<file path="src/hdl/oag_pkg.sv">
`default_nettype none
package oag_pkg;
   localparam int OAG_W = 16;
   localparam int OAG_NREG = 8;
   localparam logic [2:0] OAG_SP = 3'h6;
   localparam logic [2:0] OAG_PC = 3'h7;
   localparam int OAG_REG_LSB = 0;
   localparam int OAG_MODE_LSB = 3;
   localparam int OAG_SRC_LSB = 6;
   localparam int OAG_BYTE_BIT = 15;
   localparam logic [15:0] OAG_STEP_BYTE = 16'h0001;
   localparam logic [15:0] OAG_STEP_WORD = 16'h0002;
   localparam logic [15:0] OAG_REG_RST = 16'h0000;
   localparam logic [2:0] OAG_M_REG = 3'h0;
   localparam logic [2:0] OAG_M_DEF = 3'h1;
   localparam logic [2:0] OAG_M_AINC = 3'h2;
   localparam logic [2:0] OAG_M_AINCD = 3'h3;
   localparam logic [2:0] OAG_M_ADEC = 3'h4;
   localparam logic [2:0] OAG_M_ADECD = 3'h5;
   localparam logic [2:0] OAG_M_IDX = 3'h6;
   localparam logic [2:0] OAG_M_IDXD = 3'h7;
   typedef enum logic [2:0] {
      OAG_IDLE, OAG_EXT, OAG_IND, OAG_DONE
   } oag_state_t;
endpackage
`default_nettype wire

</file>
<file path="src/hdl/oag_core.sv">
`timescale 1ns/10ps
`default_nettype none
module oag_core
   import oag_pkg::*;
(
   input wire logic clk,
   input wire logic srst,
   input wire logic ce,
   input wire logic start,
   input wire logic [15:0] instr,
   input wire logic two_op,
   output logic busy,
   output logic mem_rd,
   output logic [15:0] mem_addr,
   input wire logic mem_ack,
   input wire logic [15:0] mem_rdata,
   output logic res_valid,
   output logic res_src,
   output logic res_is_reg,
   output logic res_is_imm,
   output logic [2:0] res_reg,
   output logic [15:0] res_ea,
   output logic [15:0] res_imm,
   input wire logic wb_en,
   input wire logic [2:0] wb_reg,
   input wire logic [15:0] wb_data,
   input wire logic [2:0] rd_sel,
   output logic [15:0] rd_data
);
   oag_state_t state_q;
   logic [15:0] regs_q [OAG_NREG];
   logic [15:0] instr_q;
   logic phase_src_q;
   logic byte_op;
   logic [5:0] spec;
   logic [2:0] mode, rsel;
   logic [15:0] step, rval, ext_addr;
   logic need_ext, need_ind;

   assign byte_op = instr_q[OAG_BYTE_BIT];
   assign spec = phase_src_q ? instr_q[OAG_SRC_LSB +: 6]
      : instr_q[OAG_REG_LSB +: 6];
   assign rsel = spec[2:0];
   assign mode = spec[5:3];
   assign rval = regs_q[rsel];
   assign busy = (state_q != OAG_IDLE);

   // Step size: deferred modes, stack pointer and counter always two
   always_comb begin
      if (byte_op && !mode[0] && rsel != OAG_SP && rsel != OAG_PC) begin
         step = OAG_STEP_BYTE;
      end else begin
         step = OAG_STEP_WORD;
      end
   end

   assign need_ext = (mode == OAG_M_IDX) || (mode == OAG_M_IDXD) ||
      ((mode == OAG_M_AINC || mode == OAG_M_AINCD) && rsel == OAG_PC);
   assign need_ind = mode[0] && mode != OAG_M_DEF;
   assign ext_addr = regs_q[OAG_PC];

   assign rd_data = regs_q[rd_sel];

   // Operand sequencer
   always_ff @(posedge clk) begin
      if (srst) begin
         state_q <= OAG_IDLE;
         instr_q <= 16'h0000;
         phase_src_q <= 1'b0;
         mem_rd <= 1'b0;
         mem_addr <= 16'h0000;
         res_valid <= 1'b0;
         res_src <= 1'b0;
         res_is_reg <= 1'b0;
         res_is_imm <= 1'b0;
         res_reg <= 3'h0;
         res_ea <= 16'h0000;
         res_imm <= 16'h0000;
      end else if (ce) begin
         res_valid <= 1'b0;
         case (state_q)
            OAG_IDLE: begin
               if (start) begin
                  instr_q <= instr;
                  phase_src_q <= two_op;
                  state_q <= OAG_DONE;
               end
            end
            OAG_DONE: begin
               res_src <= phase_src_q;
               res_reg <= rsel;
               res_is_reg <= 1'b0;
               res_is_imm <= 1'b0;
               case (mode)
                  OAG_M_REG: begin
                     res_is_reg <= 1'b1;
                     res_valid <= 1'b1;
                  end
                  OAG_M_DEF: begin
                     res_ea <= rval;
                     res_valid <= 1'b1;
                  end
                  OAG_M_AINC: begin
                     if (rsel == OAG_PC) begin
                        mem_rd <= 1'b1;
                        mem_addr <= ext_addr;
                        state_q <= OAG_EXT;
                     end else begin
                        res_ea <= rval;
                        res_valid <= 1'b1;
                     end
                  end
                  OAG_M_AINCD: begin
                     mem_rd <= 1'b1;
                     mem_addr <= rval;
                     state_q <= (rsel == OAG_PC) ? OAG_EXT : OAG_IND;
                  end
                  OAG_M_ADEC: begin
                     res_ea <= rval - step;
                     res_valid <= 1'b1;
                  end
                  OAG_M_ADECD: begin
                     mem_rd <= 1'b1;
                     mem_addr <= rval - step;
                     state_q <= OAG_IND;
                  end
                  default: begin
                     mem_rd <= 1'b1;
                     mem_addr <= ext_addr;
                     state_q <= OAG_EXT;
                  end
               endcase
               if ((!need_ext && !mode[0]) || mode == OAG_M_DEF ||
                  mode == OAG_M_ADEC ||
                  (mode == OAG_M_AINC && rsel != OAG_PC)) begin
                  if (phase_src_q) begin
                     phase_src_q <= 1'b0;
                  end else begin
                     state_q <= OAG_IDLE;
                  end
               end
            end
            OAG_EXT: begin
               if (mem_ack) begin
                  mem_rd <= 1'b0;
                  if (mode == OAG_M_AINC) begin
                     res_is_imm <= 1'b1;
                     res_imm <= mem_rdata;
                     res_ea <= mem_addr;
                     res_valid <= 1'b1;
                  end else if (mode == OAG_M_AINCD) begin
                     res_ea <= mem_rdata;
                     res_valid <= 1'b1;
                  end else if (mode == OAG_M_IDX) begin
                     // Counter advances past the index word only on this edge, so add two to mem_addr
                     res_ea <= mem_rdata + (rsel == OAG_PC ?
                        mem_addr + OAG_STEP_WORD : rval);
                     res_valid <= 1'b1;
                  end else begin
                     mem_rd <= 1'b1;
                     mem_addr <= mem_rdata + (rsel == OAG_PC ?
                        mem_addr + OAG_STEP_WORD : rval);
                  end
                  if (mode == OAG_M_IDXD) begin
                     state_q <= OAG_IND;
                  end else if (phase_src_q) begin
                     phase_src_q <= 1'b0;
                     state_q <= OAG_DONE;
                  end else begin
                     state_q <= OAG_IDLE;
                  end
               end
            end
            OAG_IND: begin
               if (mem_ack) begin
                  mem_rd <= 1'b0;
                  res_ea <= mem_rdata;
                  res_valid <= 1'b1;
                  if (phase_src_q) begin
                     phase_src_q <= 1'b0;
                     state_q <= OAG_DONE;
                  end else begin
                     state_q <= OAG_IDLE;
                  end
               end
            end
            default: state_q <= OAG_IDLE;
         endcase
      end
   end

   // Register file with pointer side effects and write-back
   always_ff @(posedge clk) begin
      if (srst) begin
         for (int i = 0; i < OAG_NREG; i++) begin
            regs_q[i] <= OAG_REG_RST;
         end
      end else if (ce) begin
         if (state_q == OAG_DONE) begin
            if ((mode == OAG_M_AINC && rsel != OAG_PC) ||
               (mode == OAG_M_AINCD && rsel != OAG_PC)) begin
               regs_q[rsel] <= rval + step;
            end else if (mode == OAG_M_ADEC || mode == OAG_M_ADECD) begin
               regs_q[rsel] <= rval - step;
            end
         end else if ((state_q == OAG_EXT) && mem_ack) begin
            regs_q[OAG_PC] <= regs_q[OAG_PC] + OAG_STEP_WORD;
         end else if (wb_en) begin
            if (byte_op && wb_reg != OAG_PC) begin
               regs_q[wb_reg][7:0] <= wb_data[7:0];
            end else begin
               regs_q[wb_reg] <= wb_data;
            end
         end
      end
   end
endmodule // oag_core
`default_nettype wire

</file>
<file path="config.mk">
export PLATFORM = sky130hd
export DESIGN_NAME = oag_core
export DESIGN_NICKNAME = d
export VERILOG_FILES = /design/src/hdl/oag_pkg.sv /design/src/hdl/oag_core.sv
export SDC_FILE = /design/constraint.sdc
export NUM_CORES = 1
export LEC_CHECK = 0
export BUFFER_PORTS_ARGS = -buffer_cell sky130_fd_sc_hd__buf_4
export CAP_MARGIN = 30
export CORE_MARGIN = 3
export CORE_UTILIZATION = 61
export DETAILED_ROUTE_END_ITERATION = 8
export PLACE_DENSITY = 0.82
export SYNTH_ARGS = -nofsm -noshare
export SYNTH_HDL_FRONTEND = slang
export SYNTH_SLANG_ARGS = --single-unit
export TNS_END_PERCENT = 20
</file>
<file path="constraint.sdc">
create_clock -name clk -period 5.1 [get_ports clk]
set_input_delay 0.255 -clock clk [delete_from_list [all_inputs] [get_ports clk]]
set_output_delay 0.255 -clock clk [all_outputs]
set_load 0.05 [all_outputs]
</file>
==> impl_metrics.csv <==
group,metric,value,unit
die,io-pin-count,134,
final_layout,drive_above_1_share,19.32,%
setup_path,start_kind,"flop",
power_and_ir_drop,power_density,312.0,nW/um^2
synth,async_flop_share,0,%
timing,fmax,206.6,MHz
die,start_util,62.91,%
synth,seq_area_frac_synth,38.17,%
synth,synth.most_common_cell,"nor2_1",
clock_network,htree_levels,1,
die,die_h,157.0,um
timing,worst-slew-pin-transition,1007,ps
final_layout,nNetsFinal,1750,
setup_path,timing.rr.start,"phase_src_q",
setup_path,startpoint,"phase_src_q",
synth,synth_area_per_cell,8.979,sq um
final_layout,fin_cells,1957,
global_routing,grt_pass1_wl,68.69,mm
power_and_ir_drop,p_leak,6.007,nW
die,dieWidth,157.0,um
die,dieArea,24630,sq um
synth,ys_ff_latch,201,
timing,setup_viol,0,
synth,syn-num-nets,1637,
final_layout,synthToLayoutAreaGrowth,15.08,%
route,via_per_inst,6.779,
final_layout,antenna_cells,0,
timing,maxSlewViolCount,0,
die,core_area,22090,sq um
timing,slew_headroom,32.17,%
job,cap_violations,0,
global_routing,overflow,0,
timing,fin_ws,260.7,ps
timing,hold_viol,0,
place,place_hpwl,31.55,mm
timing,fin_crit_sh,94.89,%
setup_path,endpoint,"regs_q[7][14]",
setup_path,path_class,"reg -> reg",
final_layout,fillers,1641,
route,ant_nets,0,
run_status,run_status,"finished clean",
clock_network,cts_tree,"done",
final_layout,post-route-util,72.40,%
route,route.detailed.drc,0,
route,route.vias.total,13266,
synth,synth_top_area_share,27.65,%
timing,holdWs,9.166,ps
global_routing,antenna_found_initial,0,
synth,ys.flop_type,"edfxtp_1",
route,drtPass1Iterations,6,
setup_path,rrSetupSlack,260,ps
place,port_buffers,130,
timing,skew,16.51,ps
place,dp.cells,1902,
global_routing,grt.total_usage,35.08,%
setup_path,worstPathRequired,5330,ps
synth,netlist_area,13900,sq um
final_layout,top_register,"regs_q",
clock_network,clkLatencyLatePin,520,ps
timing,rsz0062_at_grt,"no",
setup_path,worstPathMaxFanout,14,
place,pre_cts_ws,189.0,ps
clock_network,clk_pin_slew_worst_paths,60,ps
setup_path,reg2regPathDepth,14,
route,avgRoutedWirePerCell,22.54,um
route,drt_iter0_markers,1895,
setup_path,r2r-end,"regs_q[7][14]",
hold_path,hold_class,"in -> reg",
route,drt-total-wl,44.11,mm
clock_network,cts_buffer_depth,3,
clock_network,cts-root-buf,"clkbuf_16",
power_and_ir_drop,ir_worst_vdd,0.2994,mV
final_layout,largest_reg_flops,128,
setup_path,critPathArrivalTime,5070,ps
global_routing,grt_pass1_vias,12645,
timing,tns,0,ps
synth,synth_edf_count,128,
place,place_congestion,0.9738,
setup_path,endpoint_kind,"flop",
synth,synth_common_cells,"nor2_1, nand2_1, edfxtp_1",
global_routing,grt_max_degree,74,
synth,ys_types,91,
timing,fin_crit,4839,ps
die,num_rows,54,
synth,ys_warn_count,0,
synth,netlist_top_cells_area,"edfxtp_1, dfxtp_1, nor2_1",
clock_network,cts.sinks,201,
clock_network,cts_buffers,23,
synth,netlist_instances,1548,
synth,synth_top_area_cell,"edfxtp_1",
-- worst min path at each step --
stage / end / start / slack [ps] / cells after the start
after floorplan: instr_q[0] / instr[0] / 390 / 2
after global placement: res_imm[0] / res_imm[0] / 440 / 2
after detailed placement: res_imm[8] / res_imm[8] / 450 / 2
after CTS: res_imm[4] / mem_rdata[4] / 0.7 / 3
after global routing: res_imm[12] / mem_rdata[12] / 20 / 3
final: res_imm[4] / mem_rdata[4] / 9 / 3
-- power by group --
part           leakage (nW)  internal (mW)  switching [mW]  total, mW
Sequential             1.92           1.80          0.0746       1.88
Clock                 0.345          0.936           0.670       1.61
Combinational          3.75          0.541           0.964       1.51
-- repair_timing --
item                       4_1_cts  5_1_grt
buffers inserted                 0        1
hold buffers                    12        0
setup endpoints to repair        0       26
hold endpoints to repair        12        0
resized for setup                0        2
-- critical path, cell delays in order, from the launching register on --
cell,delay [ps]
dfxtp_2,560
mux2i_4,470
buf_4,210
mux2i_1,200
a21oi_1,110
a21oi_2,340
ha_1,260
inv_1,70
fa_1,520
nand3b_1,380
nor4_2,550
a2bb2o_4,210
xor2_2,60
mux2i_2,440
o22ai_2,160
-- per-layer routing --
| layer | wire length (um) | GRT usage, % | vias up |
|---|---|---|---|
| met2 | 20480 | 55.97 | 956 |
| met5 | 0 | 0 | - |
| met4 | 1909 | 13.92 | 0 |
| li1 | - | - | 5943 |
| met1 | 16600 | 47.96 | 6209 |
| met3 | 5126 | 6.131 | 158 |
-- layout by cell type (no fill, tap or decap), types with 10 or more instances in the layout --
master         count
nand2_1          190
nand4_1           10
dlygate4sd3_1     12
clkbuf_1          10
and3_1            12
nor2b_1           34
edfxtp_1         128
mux2_2            24
buf_4            180
nand3b_1          10
mux2i_1           28
a211oi_1          27
a21oi_1          124
ha_1              25
inv_1             14
clkbuf_16         24
o211ai_1          29
nor3_1            26
or2_2             10
nand2b_1          27
xor2_1            34
a311oi_1          11
o21ai_0           69
dfxtp_1           72
mux4_2            33
o22ai_1           26
o21ai_1           10
nor2_1           239
nand3_1           29
xnor2_1           33
-- logic make-up (layout without fill, tap and decap cells) --
family                     after synthesis  after routing  synth area share [%]
and+or+nand+nor                        632            632                 21.13
AOI/OAI and AO/OA                      404            404                 19.26
DFF                                    201            201                 38.17
buffers and inverters                  122            251                 4.141
muxes                                   93             93                 10.28
xor gates and xnor gates                68             68                 4.339
adders and majority gates               28             28                 2.683
-- per-stage QoR --
stage	total power, mW	instance area [sq um]
after floorplan	2.934	13900
after global placement	3.333	15120
after detailed placement	3.364	15140
after CTS	4.960	15970
after global routing	5.176	16000
final	4.990	16000
-- area by class of cell --
| class | instances | area [sq um] | share of cell area [%] |
|---|---|---|---|
| Multi-Input combinational cell | 1225 | 8048 | 50.31 |
| Sequential cell | 201 | 5306 | 33.17 |
| Timing Repair Buffer | 195 | 1523 | 9.520 |
| Clock buffer | 36 | 659.4 | 4.122 |
| Tap cell | 280 | 350.3 | 2.190 |
| Inverter | 15 | 56.30 | 0.3520 |
| Clock inverter | 5 | 52.55 | 0.3285 |
Power figures use the tool's default switching activity.
